<file path="config.mk">
export PLATFORM = sky130hd
export DESIGN_NAME = table_memory_op_engine
export DESIGN_NICKNAME = d
export VERILOG_FILES = /design/src/table_op_pkg.sv /design/src/table_memory_op_engine.sv
export SDC_FILE = /design/constraint.sdc
export NUM_CORES = 1
export LEC_CHECK = 0
export ABC_AREA = 1
export BUFFER_PORTS_ARGS = -buffer_cell sky130_fd_sc_hd__buf_2
export CAP_MARGIN = 30
export CORE_MARGIN = 8
export CORE_UTILIZATION = 56
export CTS_BUF_LIST = sky130_fd_sc_hd__clkbuf_16
export CTS_CLUSTER_SIZE = 14
export DETAILED_ROUTE_END_ITERATION = 6
export GPL_TIMING_DRIVEN = 0
export HOLD_SLACK_MARGIN = 0.03
export PLACE_DENSITY = 0.76
export SLEW_MARGIN = 30
export SYNTH_ARGS = -nofsm -noshare
export SYNTH_HDL_FRONTEND = slang
export SYNTH_SLANG_ARGS = --single-unit
export TNS_END_PERCENT = 5
</file>
<file path="constraint.sdc">
create_clock -name sys_clk -period 7.83 [get_ports sys_clk]
set_input_delay 0.783 -clock sys_clk [delete_from_list [all_inputs] [get_ports sys_clk]]
set_output_delay 0.783 -clock sys_clk [all_outputs]
set_load 0.01 [all_outputs]
</file>
<file path="src/table_op_pkg.sv">
// shared constants and types for the table memory operation engine
package table_op_pkg;

  // widths of the datapath
  localparam int unsigned WORD_W  = 16;   // one data-memory word
  localparam int unsigned ACC_W   = 32;   // accumulator and stack levels
  localparam int unsigned CNT_W   = 12;   // hex word count, up to FFF
  localparam int unsigned BIT_W   = 4;    // bit position inside a word

  // count limits
  localparam logic [CNT_W-1:0] COPY_MAX_CNT  = 12'hFFF;
  localparam logic [CNT_W-1:0] TABLE_MAX_CNT = 12'h0FF;

  // bit reference: four octal digits carried one to a nibble
  localparam int unsigned OCT_DIGITS = 4;
  localparam logic [3:0]  OCT_DIGIT_MAX = 4'h7;

  // default last valid data-memory address
  localparam logic [WORD_W-1:0] VMEM_LAST_DEF = 16'h3FFF;

  // reset values
  localparam logic [ACC_W-1:0]  ACC_RST  = 32'h0000_0000;
  localparam logic [WORD_W-1:0] WORD_RST = 16'h0000;

  // operations that the scanning processor can issue
  typedef enum logic [1:0] {
    OP_LABEL_AREA_COPY,
    OP_TABLE_BIT_SET,
    OP_TABLE_BIT_CLEAR,
    OP_TABLE_FILL
  } op_kind_t;

  // engine states
  typedef enum logic [3:0] {
    ST_IDLE,
    ST_CHECK,
    ST_COPY_RD,
    ST_COPY_WAIT,
    ST_COPY_WR,
    ST_BIT_RD,
    ST_BIT_WAIT,
    ST_BIT_WR,
    ST_FILL_SRC,
    ST_FILL_WAIT,
    ST_FILL_WR,
    ST_DONE
  } state_t;

endpackage : table_op_pkg
</file>
<file path="src/table_memory_op_engine.sv">
// table memory operation engine: copy, bit set/clear and fill
`timescale 1ns/1ps

// How it works
// - copy word count from stack level two
// - one offset shifts both label source and destination
// - copy writes start at the instruction's destination plus the offset
// - each load shifts accumulator down the stack
// - copy pointer error raises the table error flag
// - copy offset checked only as operand plus offset; stray label data copied
// - bit set drives one addressed bit high
// - bit clear drives one addressed bit low
// - bit reference is an octal index
// - word is reference over sixteen, bit remainder
// - reference past table sets flag, no write
// - fill writes one value into every word
// - fill count level one, start in accumulator
// - fill outside valid memory sets the flag
// - hex location counts accepted up to FFF for copy, up to FF for bit and fill
module table_memory_op_engine
  import table_op_pkg::*;
#(
  parameter logic [WORD_W-1:0] VMEM_LAST = VMEM_LAST_DEF // last valid address
)
(
  input  wire logic                    sys_clk,
  input  wire logic                    rst_n,
  // accumulator loads from the ladder program
  input  wire logic                    acc_load,
  input  wire logic [ACC_W-1:0]        acc_load_value,
  input  wire logic                    label_source_load,
  input  wire logic                    octal_address_load,
  // operation request
  input  wire logic                    op_start,
  input  wire table_op_pkg::op_kind_t  op_kind,
  input  wire logic [WORD_W-1:0]       op_operand,
  input  wire logic                    op_fill_from_mem,
  input  wire logic                    scan_end,
  // data memory port
  output logic [WORD_W-1:0]            mem_addr,
  output logic                         mem_re,
  output logic                         mem_we,
  input  wire logic [WORD_W-1:0]       mem_rdata,
  // label data area port
  output logic [WORD_W-1:0]            lbl_sel,
  output logic [WORD_W-1:0]            lbl_addr,
  output logic                         lbl_re,
  output logic                         lbl_we,
  input  wire logic [WORD_W-1:0]       lbl_rdata,
  // shared write data and status
  output logic [WORD_W-1:0]            wr_data,
  output logic                         busy,
  output logic                         op_done,
  output logic                         table_error_flag
);

  // octal digits one per nibble to a binary index; flags bad digits
  function automatic logic [CNT_W:0] oct_to_bin(input logic [WORD_W-1:0] v);
    logic [CNT_W-1:0] acc;
    logic             bad;
    acc = '0;
    bad = 1'b0;
    for (int i = OCT_DIGITS - 1; i >= 0; i--)
    begin
      bad = bad || (v[i*4 +: 4] > OCT_DIGIT_MAX);
      acc = {acc[CNT_W-4:0], v[i*4 +: 3]};
    end
    return {bad, acc};
  endfunction : oct_to_bin

  logic [ACC_W-1:0]  acc_r;          // accumulator
  logic [ACC_W-1:0]  stk1_r;         // first stack level
  logic [ACC_W-1:0]  stk2_r;         // second stack level
  logic              acc_is_label_r; // accumulator holds a label reference
  logic [CNT_W:0]    oct_conv;       // converted octal value
  state_t            state_r;        // engine state
  op_kind_t          kind_r;         // latched operation
  logic [WORD_W-1:0] operand_r;      // latched instruction operand
  logic              fill_mem_r;     // fill value comes from memory
  logic              from_label_r;   // copy direction label -> memory
  logic [CNT_W-1:0]  cnt_r;          // words left to move
  logic [WORD_W-1:0] src_r;          // running source address
  logic [WORD_W-1:0] dst_r;          // running destination address
  logic [BIT_W-1:0]  bitpos_r;       // bit inside the addressed word
  logic [WORD_W-1:0] fill_val_r;     // value written by a fill
  logic              err_set;        // check found a problem this cycle
  logic [CNT_W:0]    ref_bin;        // bit reference in binary
  logic [CNT_W+BIT_W-1:0] tbl_bits;  // table length in bits
  logic [WORD_W:0]   copy_last;      // last data-memory word of a label copy
  logic [WORD_W:0]   tbl_last;       // last word of a bit or fill table
  logic [WORD_W:0]   bit_word;       // word holding the referenced bit
  logic              op_is_bit;      // request is a bit set or bit clear
  assign oct_conv = oct_to_bin(acc_load_value[WORD_W-1:0]);
  // one decode shared by the operand latch and the digit check
  assign op_is_bit = (op_kind == OP_TABLE_BIT_SET)
                  || (op_kind == OP_TABLE_BIT_CLEAR);
  // accumulator stack: every load pushes the old values down one level
  always_ff @(posedge sys_clk)
  begin
    if (!rst_n)
    begin
      acc_r          <= ACC_RST;
      stk1_r         <= ACC_RST;
      stk2_r         <= ACC_RST;
      acc_is_label_r <= 1'b0;
    end
    else if (acc_load)
    begin
      stk2_r <= stk1_r;
      stk1_r <= acc_r;
      // octal address loads arrive as digits and are held in binary
      acc_r <= octal_address_load
             ? {{(ACC_W-CNT_W){1'b0}}, oct_conv[CNT_W-1:0]} : acc_load_value;
      // only a label load marks the source as the label area
      acc_is_label_r <= label_source_load;
    end
  end
  // range arithmetic, widened a bit so wrap-around shows as overflow
  always_comb
  begin
    ref_bin   = oct_to_bin(op_operand);
    tbl_bits  = {stk1_r[CNT_W-1:0], {BIT_W{1'b0}}};
    // destination block moved by the shared offset
    copy_last = {1'b0, operand_r} + {1'b0, stk1_r[WORD_W-1:0]}
              + {{(WORD_W-CNT_W+1){1'b0}}, stk2_r[CNT_W-1:0]}
              - {{WORD_W{1'b0}}, 1'b1};
    tbl_last  = {1'b0, acc_r[WORD_W-1:0]}
              + {{(WORD_W-CNT_W+1){1'b0}}, stk1_r[CNT_W-1:0]}
              - {{WORD_W{1'b0}}, 1'b1};
    bit_word  = {1'b0, acc_r[WORD_W-1:0]}
              + {{(WORD_W-CNT_W+BIT_W+1){1'b0}},
                 operand_r[CNT_W-1:BIT_W]};
    err_set   = 1'b0;
    if (state_r == ST_CHECK)
    begin
      case (kind_r)
        OP_LABEL_AREA_COPY:
          // only operand plus offset is checked, the memory side of a label copy; a memory source and the label side are not
          err_set = (stk2_r[ACC_W-1:CNT_W] != '0)
                 || (stk2_r[CNT_W-1:0] != '0
                     && copy_last > {1'b0, VMEM_LAST});
        OP_TABLE_BIT_SET, OP_TABLE_BIT_CLEAR:
          // operand_r holds the binary reference after the latch
          err_set = (stk1_r[ACC_W-1:0] > {20'h0_0000, TABLE_MAX_CNT})
                 || ({{BIT_W{1'b0}}, operand_r[CNT_W-1:0]} >= tbl_bits)
                 || fill_mem_r
                 || bit_word > {1'b0, VMEM_LAST};
        OP_TABLE_FILL:
          err_set = (stk1_r[ACC_W-1:0] > {20'h0_0000, TABLE_MAX_CNT})
                 || (stk1_r[CNT_W-1:0] != '0
                     && tbl_last > {1'b0, VMEM_LAST});
        default:
          err_set = 1'b1;
      endcase
    end
  end
  // operation sequencer and memory strobes
  always_ff @(posedge sys_clk)
  begin
    if (!rst_n)
    begin
      state_r      <= ST_IDLE;
      kind_r       <= OP_LABEL_AREA_COPY;
      operand_r    <= WORD_RST;
      fill_mem_r   <= 1'b0;
      from_label_r <= 1'b0;
      cnt_r        <= '0;
      src_r        <= WORD_RST;
      dst_r        <= WORD_RST;
      bitpos_r     <= '0;
      fill_val_r   <= WORD_RST;
      mem_addr     <= WORD_RST;
      mem_re       <= 1'b0;
      mem_we       <= 1'b0;
      lbl_sel      <= WORD_RST;
      lbl_addr     <= WORD_RST;
      lbl_re       <= 1'b0;
      lbl_we       <= 1'b0;
      wr_data      <= WORD_RST;
      busy         <= 1'b0;
      op_done      <= 1'b0;
    end
    else
    begin
      // strobes are single-cycle pulses by default
      mem_re  <= 1'b0;
      mem_we  <= 1'b0;
      lbl_re  <= 1'b0;
      lbl_we  <= 1'b0;
      op_done <= 1'b0;
      case (state_r)
        ST_IDLE:
          // requests while busy are ignored, so only idle latches one
          if (op_start)
          begin
            kind_r     <= op_kind;
            busy       <= 1'b1;
            state_r    <= ST_CHECK;
            // bit ops keep the binary reference; a bad digit forces error
            operand_r  <= op_is_bit
                        ? {{(WORD_W-CNT_W){1'b0}}, ref_bin[CNT_W-1:0]}
                        : op_operand;
            fill_mem_r <= op_is_bit ? ref_bin[CNT_W]
                        : op_fill_from_mem;
          end
        ST_CHECK:
          if (err_set)
            state_r <= ST_DONE;
          else
          begin
            case (kind_r)
              OP_LABEL_AREA_COPY:
              begin
                cnt_r        <= stk2_r[CNT_W-1:0];
                from_label_r <= acc_is_label_r;
                // a label picks the area; a memory source takes the area from the operand
                lbl_sel <= acc_is_label_r ? acc_r[WORD_W-1:0] : operand_r;
                src_r   <= acc_is_label_r ? stk1_r[WORD_W-1:0]
                         : acc_r[WORD_W-1:0] + stk1_r[WORD_W-1:0];
                // destination in memory starts at operand plus offset
                dst_r   <= acc_is_label_r ? operand_r + stk1_r[WORD_W-1:0]
                         : stk1_r[WORD_W-1:0];
                state_r <= (stk2_r[CNT_W-1:0] == '0) ? ST_DONE : ST_COPY_RD;
              end
              OP_TABLE_BIT_SET, OP_TABLE_BIT_CLEAR:
              begin
                dst_r    <= bit_word[WORD_W-1:0];
                bitpos_r <= operand_r[BIT_W-1:0];
                state_r  <= ST_BIT_RD;
              end
              default:
              begin
                cnt_r      <= stk1_r[CNT_W-1:0];
                dst_r      <= acc_r[WORD_W-1:0];
                fill_val_r <= operand_r;
                // an empty table ends at once; a memory value is read first
                state_r    <= (stk1_r[CNT_W-1:0] == '0) ? ST_DONE
                            : fill_mem_r ? ST_FILL_SRC : ST_FILL_WR;
              end
            endcase
          end
        ST_COPY_RD:
        begin
          // read one source word; data returns the cycle after the strobe
          lbl_re <= from_label_r;
          mem_re <= !from_label_r;
          if (from_label_r)
            lbl_addr <= src_r;
          else
            mem_addr <= src_r;
          state_r <= ST_COPY_WAIT;
        end
        ST_COPY_WAIT:
          state_r <= ST_COPY_WR;
        ST_COPY_WR:
        begin
          // stray label words pass through unchecked
          wr_data <= from_label_r ? lbl_rdata : mem_rdata;
          mem_we  <= from_label_r;
          lbl_we  <= !from_label_r;
          if (from_label_r)
            mem_addr <= dst_r;
          else
            lbl_addr <= dst_r;
          src_r   <= src_r + 16'h0001;
          dst_r   <= dst_r + 16'h0001;
          cnt_r   <= cnt_r - 12'h001;
          state_r <= (cnt_r == 12'h001) ? ST_DONE : ST_COPY_RD;
        end
        ST_BIT_RD:
        begin
          mem_addr <= dst_r;
          mem_re   <= 1'b1;
          state_r  <= ST_BIT_WAIT;
        end
        ST_BIT_WAIT:
          state_r <= ST_BIT_WR;
        ST_BIT_WR:
        begin
          // read-modify-write keeps the other fifteen bits
          wr_data           <= mem_rdata;
          wr_data[bitpos_r] <= (kind_r == OP_TABLE_BIT_SET);
          mem_addr <= dst_r;
          mem_we   <= 1'b1;
          state_r  <= ST_DONE;
        end
        ST_FILL_SRC:
        begin
          // the operand names a memory word holding the fill value
          mem_addr <= operand_r;
          mem_re   <= 1'b1;
          state_r  <= ST_FILL_WAIT;
        end
        ST_FILL_WAIT:
          state_r <= ST_FILL_WR;
        ST_FILL_WR:
        begin
          // first write of a memory fill captures the returning word
          wr_data    <= fill_mem_r ? mem_rdata : fill_val_r;
          fill_val_r <= fill_mem_r ? mem_rdata : fill_val_r;
          fill_mem_r <= 1'b0;
          mem_addr <= dst_r;
          mem_we   <= 1'b1;
          dst_r    <= dst_r + 16'h0001;
          cnt_r    <= cnt_r - 12'h001;
          state_r  <= (cnt_r == 12'h001) ? ST_DONE : ST_FILL_WR;
        end
        ST_DONE:
        begin
          busy    <= 1'b0;
          op_done <= 1'b1;
          state_r <= ST_IDLE;
        end
        default:
          state_r <= ST_DONE; // a stray state ends like an operation
      endcase
    end
  end
  // shared error flag: set by a failed check, cleared at start or scan end
  always_ff @(posedge sys_clk)
  begin
    if (!rst_n)
      table_error_flag <= 1'b0;
    else if (err_set)
      table_error_flag <= 1'b1;
    else if (state_r == ST_IDLE && op_start)
      table_error_flag <= 1'b0;
    else if (scan_end)
      table_error_flag <= 1'b0;
  end

endmodule : table_memory_op_engine

</file>
* Yosys cells after proc, flatten, opt, wreduce, memory -nomap -nowiden
Index checks and enable logic that the tools add are counted.
Storage, ports and cells: output and inout bits 71, flip-flop bits (word level) 256
Operators by class: muxes and demuxes 51, bitwise operators 1, order comparisons 11, equal/unequal tests 26, reduce and logical (&&, ||, !) cells 49, add/sub/neg operators 11
Operator list (count):
- $mux 16 | 15
- $pmux 16 s2 | 5
- $pmux 16 s4 | 1
- $gt 17x14->1 const B | 3
- $pmux 12 s2 | 2
- $pmux 16 s3 | 1
- $pmux 4 s11 | 1
- $sub 17x1->17 const B | 2
- $add 16x1->16 const B | 2
- $add 16x16->16 | 2
- $gt 32x8->1 const B | 1
- $mux 32 | 1
- $logic_not 12->1 | 2
- $reduce_bool 12->1 | 2
- $reduce_and 3->1 | 7
- $reduce_bool 20->1 | 1
- $add 16x12->17 | 1
- $add 16x16->17 | 1
- $add 16x8->17 | 1
- $add 17x12->17 | 1
- $bwmux 16 | 1
- $eq 4x3->1 const B | 4
- $eq 4x4->1 const B | 4
- $ge 12x16->1 | 1
- other kinds (31) | 87

* Logic depth before layout (Yosys ltp)
Gate-level depths: netlist of run 1.
word-level depth 10, depth in mapped cells 26

* Worst setup path before layout of run 1
Ideal clock, no wire load.
kind flip-flop to flip-flop, from register stk1_r[1], to register fill_val_r[10], period minus slack after synthesis 3177 ps, stages on the path, launching flop included 21, slack 4653 ps, path buffers 1, arrival time 3061 ps, cells stage by stage dfxtp_1 inv_1 ha_1 fa_1 inv_1 ha_1 inv_1 fa_1 nor2_1 o21ai_0 nand2_1 nand2_1 nand2_1 nand3_1 nand2_1 nand2_2 nand3_4 nand2_4 buf_2 o21ai_0 nor2_1
On the way: word-level cells in the longest chain between the ends 10, elaborated cells on any way between the ends 21, those cells by class 5 x add/sub; 4 x order compare; 1 x eq/ne; 2 x mux; 9 x reduce/logical
RTL lines:
- start, declared | line table_memory_op_engine.sv:72 | logic [ACC_W-1:0] stk1_r;
- start signal, assigned | line table_memory_op_engine.sv:110 | stk1_r <= acc_r;
- $add 16x16->17 | line table_memory_op_engine.sv:124 | copy_last = {1'b0, operand_r} + {1'b0, stk1_r[WORD_W-1:0]}
- $add 17x12->17 | line table_memory_op_engine.sv:125 | + {{(WORD_W-CNT_W+1){1'b0}}, stk2_r[CNT_W-1:0]}
- $sub 17x1->17 | line table_memory_op_engine.sv:126 | - {{WORD_W{1'b0}}, 1'b1};
- $gt 17x14->1 | line table_memory_op_engine.sv:141 | && copy_last > {1'b0, VMEM_LAST});
- $logic_and 1x1->1 | line table_memory_op_engine.sv:141
- $logic_or 1x1->1 | line table_memory_op_engine.sv:140 | || (stk2_r[CNT_W-1:0] != '0
- $pmux 1 s3 (*) | line table_memory_op_engine.sv:136 | case (kind_r)
- $mux 1 (*) | line table_memory_op_engine.sv:134 | if (state_r == ST_CHECK)
- $ne 2x2->1 (no line) (*)
- $reduce_and 3->1 (no line) (*)
- end signal, assigned | line table_memory_op_engine.sv:235 | fill_val_r <= operand_r;
- end signal, assigned | line table_memory_op_engine.sv:300 | fill_val_r <= fill_mem_r ? mem_rdata : fill_val_r;
- end, declared | line table_memory_op_engine.sv:85 | logic [WORD_W-1:0] fill_val_r;
Every way passes the cells marked *; elsewhere a longest branch is shown, timed or not. A chain may end at the register's enable or synchronous reset.

* Final worst setup path of run 1
from register stk1_r[1], to register from_label_r
On the way: word-level cells in the longest chain between the ends 10, elaborated cells on any way between the ends 21, those cells by class 5 x add/sub; 4 x order compare; 2 x mux; 1 x bitwise; 9 x reduce/logical
RTL lines:
- $add 16x16->17 | line table_memory_op_engine.sv:124
- $add 17x12->17 | line table_memory_op_engine.sv:125
- $sub 17x1->17 | line table_memory_op_engine.sv:126
- $gt 17x14->1 | line table_memory_op_engine.sv:141
- $logic_and 1x1->1 | line table_memory_op_engine.sv:141
- $logic_or 1x1->1 | line table_memory_op_engine.sv:140
- $pmux 1 s3 (*) | line table_memory_op_engine.sv:136
- $mux 1 (*) | line table_memory_op_engine.sv:134
- $not 1->1 (no line) (*)
- $reduce_and 3->1 (no line) (*)
- end signal, assigned | line table_memory_op_engine.sv:215 | from_label_r <= acc_is_label_r;
- end, declared | line table_memory_op_engine.sv:80 | logic from_label_r;
Marks and branches as above.

==> impl_metrics.tcl, run 1 <==
set metrics [dict create \
    outcome "finished, violations left" \
    failed_checks "DRC" \
    synthSimpleGateAreaFrac 0.2598 \
    setup-tns-final_ps 0 \
    row_count 64 \
    die_extent_in_x_um 192.5 \
    cts_resized 0 \
    initial_core_util 0.5687 \
    cts_buffer_depth 3 \
    area.sequential_um2 5125 \
    finish.net_count 3057 \
    num_vias 19500 \
    grt_util_all_layers 0.3587 \
    fillCellCount 2947 \
    synth_fp_nets 2869 \
    synth_top_cell_area_share 0.2939 \
    coreArea_um2 30670 \
    initialDrtViolationCount 2362 \
    post_cts_setup_buffers 0 \
    antenna_found_initial 1 \
    cts_buffers 29 \
    drt.antenna.violating_nets 0 \
    dpl-instance-area_um2 18720 \
    path_clk_slew_ps 60 \
    slew_violations 0 \
    detailedPlacementHpwl_um 53290 \
    grt.met3_usage 0.06921 \
    endpoint_kind "flip-flop" \
    post_layout_nonfiller_instances 3249 \
    whs_ps 457.6 \
    areaGrowthSynthToFinish_pct 12.87 \
    syn-cell-area_um2 17440 \
    post-route-min-period_ps 4330 \
    post-route-drc-count 3 \
    final-hold-violation-count 0 \
    synth-compound-area-share 0.2196 \
    tritoncts "built" \
    power_density_nw_per_um2 316.6 \
    synth.ff_latch_count 256 \
    drive_above_1_share 0.1024 \
    setup_crit_path_kind "flip-flop to flip-flop" \
    critPathArrivalTime_ps 4800 \
    synth_xor_area_frac 0.01406 \
    multi_input_area_um2 10610 \
    routed_wire_length_per_instance_um 21.13 \
    finalWeightedCongestion 1.100 \
    asyncSetResetFlopFracSynth 0 \
    grt_use_met1 0.4703 \
    timing.final.setup_violations 0 \
    global_route.peak_usage_layer "met2" \
    clock_tree.htree_level_count 1 \
    ctsRootBufferMaster "sky130_fd_sc_hd__clkbuf_16" \
    hold_buffers 0 \
    post_synth_num_cell_types 58 \
    crit_required_ps 8300 \
    final_cell_area_um2 19690 \
    synthDominantAreaCellType "sky130_fd_sc_hd__dfxtp_1" \
    synthTopCellsByArea "sky130_fd_sc_hd__dfxtp_1 29%, sky130_fd_sc_hd__nand2_1 11%, sky130_fd_sc_hd__o21ai_0 8.9%" \
    fmax_mhz 230.9 \
    synth.yosys.seq_area_share 0.2939 \
    worst_slew_pin_slew_ps 934.5 \
    dr.pass1.iters 7 \
    max-slew-margin-rel 0.3770 \
    fin_util 0.6418 \
    crit_fanout 10 \
    grt_setup_unrepaired "no" \
    netlist_instances 2643 \
    detail_route.wirelength_um 68650 \
    worst_clock_skew_ps 10.33 \
    yosysWarningCount 0 \
    maxCapViolations 0 \
    ioPinCount 161 \
    power.total_mw 6.232 \
    min-delay-path-class "flip-flop to flip-flop" \
    global_route.usage.met2 0.5444 \
    clock_sinks 256 \
    place_worst_setup_slack_ps 3715 \
    overall_die_area_um2 37050 \
    chipHeight_um 192.5 \
    grt_pass1_wl_um 102900 \
    synth_top_family_by_area "simple AND/OR/NAND/NOR gates" \
    post-place-cells 3196 \
    synthAdderAreaFrac 0.1045 \
    peakVddDrop_mv 0.1716 \
    grt_max_degree 16 \
    synth-main-ff-cell "sky130_fd_sc_hd__dfxtp_1" \
    clk-insertion-delay-late_ps 580 \
    drt-vias-per-instance 6.000 \
    synth_enable_flop_cells 0 \
    grt_pass1_vias 18060 \
    numPortBuffers 157 \
    synth_mux_area_frac 0.01033 \
    final.setup.worst_slack_ps 3500 \
    start_kind "flip-flop" \
    power.static_leakage_nw 9.079 \
    postSynthAreaPerCell_um2 6.599 \
    residual_overflow_from_global_routing 0 \
    timing.final.crit_share 0.5530 \
]
layer usage:
| metal | up-vias | routed length, um |
|---|---|---|
| met2 | 1181 | 28580 |
| met3 | 249 | 7688 |
| met5 | - | 0 |
| met4 | 0 | 4465 |
| li1 | 9212 | - |
| met1 | 8853 | 27920 |
kinds of logic (layout without fill, tap and decap cells):
logic type | Yosys count | after routing
XOR/XNOR | 28 | 28
flip-flops | 256 | 256
buffers and inverters | 427 | 636
other | 0 | 1
multiplexers | 16 | 16
AO/OA/AOI/OAI | 715 | 715
AND/OR/NAND/NOR | 1065 | 1065
adder cells (fa/ha/maj) | 136 | 136
flip-flops by register name (all words and copies together), names as in the netlist, 16 cells and up:
signal / cells
src_r: 16
stk1_r: 32
lbl_addr: 16
acc_r: 32
operand_r: 16
wr_data: 16
dst_r: 16
fill_val_r: 16
stk2_r: 32
mem_addr: 16
lbl_sel: 16
final cells by class:
| class | count | share of cell area |
|---|---|---|
| clock buffer | 29 | 0.03687 |
| antenna | 1 | 0.0001271 |
| buffer | 135 | 0.03095 |
| clock inverter | 23 | 0.01195 |
| multi-input combinational | 1960 | 0.5389 |
| sequential | 256 | 0.2603 |
| inverter | 292 | 0.05581 |
| timing repair buffer | 157 | 0.03992 |
| tap | 396 | 0.02517 |
power by group:
| group | internal, mW | switching [mW] |
|---|---|---|
| logic | 0.971 | 1.93 |
| registers | 1.59 | 0.343 |
| clock network | 0.807 | 0.598 |
| total | 3.36 | 2.87 |
cells in the mapped netlist, types with 3 or more instances:
| cell | count |
|---|---|
| sky130_fd_sc_hd__nand2_2 | 7 |
| sky130_fd_sc_hd__nand3b_1 | 6 |
| sky130_fd_sc_hd__nor4_1 | 6 |
| sky130_fd_sc_hd__a31oi_1 | 40 |
| sky130_fd_sc_hd__nand2_1 | 493 |
| sky130_fd_sc_hd__buf_2 | 17 |
| sky130_fd_sc_hd__nand4_1 | 41 |
| sky130_fd_sc_hd__nand3_2 | 3 |
| sky130_fd_sc_hd__nand3_4 | 3 |
| sky130_fd_sc_hd__nor2_1 | 313 |
| sky130_fd_sc_hd__nor3_2 | 3 |
| sky130_fd_sc_hd__a211oi_1 | 5 |
| sky130_fd_sc_hd__a22oi_1 | 19 |
| sky130_fd_sc_hd__o21ai_0 | 311 |
| sky130_fd_sc_hd__o22ai_1 | 3 |
| sky130_fd_sc_hd__o21bai_1 | 3 |
| sky130_fd_sc_hd__xnor2_1 | 5 |
| sky130_fd_sc_hd__nand2_4 | 4 |
| sky130_fd_sc_hd__ha_1 | 120 |
| sky130_fd_sc_hd__fa_1 | 16 |
| sky130_fd_sc_hd__nor3_1 | 36 |
| sky130_fd_sc_hd__buf_6 | 7 |
| sky130_fd_sc_hd__inv_2 | 9 |
| sky130_fd_sc_hd__buf_1 | 12 |
| sky130_fd_sc_hd__or2_2 | 6 |
| sky130_fd_sc_hd__o211ai_1 | 17 |
| sky130_fd_sc_hd__a21oi_1 | 288 |
| sky130_fd_sc_hd__inv_1 | 279 |
| sky130_fd_sc_hd__clkbuf_1 | 94 |
| sky130_fd_sc_hd__mux2_2 | 16 |
| sky130_fd_sc_hd__dfxtp_1 | 256 |
| sky130_fd_sc_hd__a21o_1 | 10 |
| sky130_fd_sc_hd__a21boi_0 | 4 |
| sky130_fd_sc_hd__clkinv_1 | 3 |
| sky130_fd_sc_hd__nor2_2 | 7 |
| sky130_fd_sc_hd__nand3_1 | 130 |
| sky130_fd_sc_hd__xor2_1 | 23 |
| sky130_fd_sc_hd__buf_4 | 3 |
cells in the final DEF, fill, tap and decap left out, drive strengths merged, types with 120 or more instances in the layout:
master / instances
o21ai: 312
nor2: 320
nand3: 136
buf: 197
inv: 293
nand2: 504
clkbuf: 124
dfxtp: 256
a21oi: 289
ha: 120
final timing paths:
path | slack [ps] | startpoint | depth (start not counted) | end
worst max-delay path | 3500 | stk1_r[1] | 20 | from_label_r
worst min-delay path | 460 | lbl_sel[10] | 2 | lbl_sel[10]
worst max register to register | 3500 | stk1_r[1] | 20 | from_label_r
worst min register to register | 460 | lbl_sel[10] | 2 | lbl_sel[10]
worst max-delay path, cell delays in order, from the launching register on:
cell and delay [ps]:
sky130_fd_sc_hd__dfxtp_1 570, sky130_fd_sc_hd__inv_1 370, sky130_fd_sc_hd__ha_1 410, sky130_fd_sc_hd__fa_1 450, sky130_fd_sc_hd__inv_1 70, sky130_fd_sc_hd__ha_1 170
sky130_fd_sc_hd__inv_1 70, sky130_fd_sc_hd__fa_1 350, sky130_fd_sc_hd__nor2_1 130, sky130_fd_sc_hd__o21ai_0 170, sky130_fd_sc_hd__nand2_1 100, sky130_fd_sc_hd__nand2_1 50
sky130_fd_sc_hd__nand2_1 50, sky130_fd_sc_hd__nand3_1 110, sky130_fd_sc_hd__nand2_1 90, sky130_fd_sc_hd__nand2_2 110, sky130_fd_sc_hd__nand2_2 170, sky130_fd_sc_hd__nand3_2 250
sky130_fd_sc_hd__buf_6 250, sky130_fd_sc_hd__nor2_1 170, sky130_fd_sc_hd__nor2_1 70
Note: power is estimated with default switching activity, not from simulation.
==> inputs of run 2 (changes only) <==
==> constraint.sdc (replaced) <==
create_clock -name sys_clk -period 4 [get_ports sys_clk]
set_input_delay 0.4 -clock sys_clk [delete_from_list [all_inputs] [get_ports sys_clk]]
set_output_delay 0.4 -clock sys_clk [all_outputs]
set_load 0.01 [all_outputs]
==> impl_metrics.tcl, run 2 (synthesis gave the netlist of run 1 again) <==
set metrics [dict create \
    post-route-drc-count 12 \
    largestRegisters "acc_r (32), stk1_r (32), stk2_r (32)" \
    power.total_mw 12.37 \
    crit_start "stk1_r[0]" \
    setup-tns-final_ps 0 \
    die_extent_in_x_um 192.5 \
    setup_crit_path_kind "flip-flop to flip-flop" \
    row_count 64 \
    endpoint_kind "flip-flop" \
    cts_buffer_depth 3 \
    crit_required_ps 4520 \
    grt_pass1_vias 18140 \
    dr.pass1.iters 7 \
    routed_wire_length_per_instance_um 21.26 \
    worst_slew_pin_slew_ps 1025 \
    peakVddDrop_mv 0.3362 \
    detailedPlacementHpwl_um 53290 \
    maxCapViolations 0 \
    clock_sinks 256 \
    tritoncts "built" \
    fin_util 0.6571 \
    p_clk_frac 0.222 \
    slew_violations 0 \
    outcome "finished, violations left" \
    sw_frac_of_total 0.4600 \
    cts_buffers 29 \
    path_clk_slew_ps 60 \
    intPower_mw 6.679 \
    post-route-min-period_ps 3840 \
    r2r-start "stk1_r[0]" \
    drive_above_1_share 0.1313 \
    areaGrowthSynthToFinish_pct 15.56 \
    power.static_leakage_nw 9.240 \
    failed_checks "DRC" \
    initialDrtViolationCount 2421 \
    timing.final.crit_share 0.9599 \
    drt-vias-per-instance 5.990 \
    grt_max_degree 16 \
    detail_route.wirelength_um 69820 \
    worst_clock_skew_ps 16.52 \
    timing.hold.worst.start "acc_load_value[24]" \
    power.share.combinational 0.471 \
    fillCellCount 2892 \
    whs_ps 78.12 \
    drt.antenna.violating_nets 0 \
    final-hold-violation-count 0 \
    clk-insertion-delay-late_ps 590 \
    start_kind "flip-flop" \
    timing.final.setup_violations 0 \
    clock_tree.htree_level_count 1 \
    num_vias 19670 \
    max-slew-margin-rel 0.3168 \
    worstPathCellList "inv_2 > ha_1 > fa_1 > inv_1 > ha_1 > inv_1 > fa_1 > nor2_1 > o21ai_1 > nand3b_1 > nand2_1 > nand3_1 > nand2_1 > nand2_4 > nand3_4 > nand2_8 > buf_2 > o21ai_0 > nor2_1" \
    chipHeight_um 192.5 \
    finalWeightedCongestion 1.100 \
    numPortBuffers 157 \
    grt_util_all_layers 0.3625 \
    min-delay-path-class "primary input to flip-flop" \
    crit_fanout 10 \
    fmax_mhz 260.4 \
    most_common_cell_after_layout_fill_and_taps_aside "sky130_fd_sc_hd__nand2_1" \
    cpMaxStageDelayCell "sky130_fd_sc_hd__dfxtp_1" \
    finish.net_count 3092 \
    power_density_nw_per_um2 613.7 \
    final.setup.worst_slack_ps 160.4 \
    coreArea_um2 30670 \
    place_worst_setup_slack_ps -115.1 \
    hold_buffers 0 \
    critPathArrivalTime_ps 4360 \
    ctsRootBufferMaster "sky130_fd_sc_hd__clkbuf_16" \
    overall_die_area_um2 37050 \
    ioPinCount 161 \
    antenna_found_initial 1 \
    grt_pass1_wl_um 103700 \
    initial_core_util 0.5687 \
    layout_common_cells "493 x sky130_fd_sc_hd__nand2_1, 313 x sky130_fd_sc_hd__nor2_1, 309 x sky130_fd_sc_hd__o21ai_0" \
    residual_overflow_from_global_routing 0 \
    total_switching_power_mw 5.690 \
    pwr-share-seq 0.307 \
    critical-path-max-stage-delay_ps 550 \
]
## run 2: worst paths after layout
| check | slack [ps] | endpoint | depth (start not counted) |
|---|---|---|---|
| max | 160 | fill_val_r[14] | 19 |
| min | 80 | acc_r[24] | 3 |
| max reg2reg | 160 | fill_val_r[14] | 19 |
| min reg2reg | 460 | lbl_sel[10] | 2 |
## run 2: area by class of cell
class	count	area (um2)	area share
Clock buffer	29	725.7	0.03601
Clock inverter	23	235.2	0.01167
Antenna cell	1	2.502	0.0001242
Multi-Input combinational cell	1960	10720	0.5318
Inverter	292	1147	0.05693
Sequential cell	256	5171	0.2566
Tap cell	396	495.5	0.02458
Timing Repair Buffer	192	1046	0.05190
Buffer	135	611.8	0.03036
## run 2: metrics by stage
| stage | instances | instance area, um2 |
|---|---|---|
| final | 3284 | 20150 |
| after global routing | 3283 | 20150 |
| after CTS | 3254 | 19750 |
| after detailed placement | 3196 | 18720 |
| after global placement | 3196 | 18720 |
| after floorplan | 2643 | 17440 |
## run 2: layer usage
layer  up-vias  global-route usage  routed length [um]
met3       270             0.08023                8112
met2      1239              0.5538               29330
li1       9275                   -                   -
met1      8888              0.4685               27910
met4         0              0.2015                4474
met5         -                   0                   0
## run 2: timing repair
action,4_1_cts,5_1_grt
buffers inserted,6,29
pin swaps,0,3
endpoints found under the setup margin,54,82
gates resized for setup,9,56
## run 2: power by group through the flow
stage	Sequential, mW	Clock (mW)	Combinational (mW)
final	3.79	2.75	5.82
after global routing	3.83	2.85	6.43
after CTS	3.72	2.75	5.55
after detailed placement	3.77	0	5.50
after global placement	3.75	0	5.40
after floorplan	3.59	0	3.85
## run 2: worst max-delay path: cells and delay by family (launching register included)
kind | cells | cell delay (ps)
buffers and inverters | 4 | 560
adders and majority gates | 4 | 1240
AOI/OAI and AO/OA | 2 | 220
and+or+nand+nor | 9 | 1200
DFF | 1 | 550
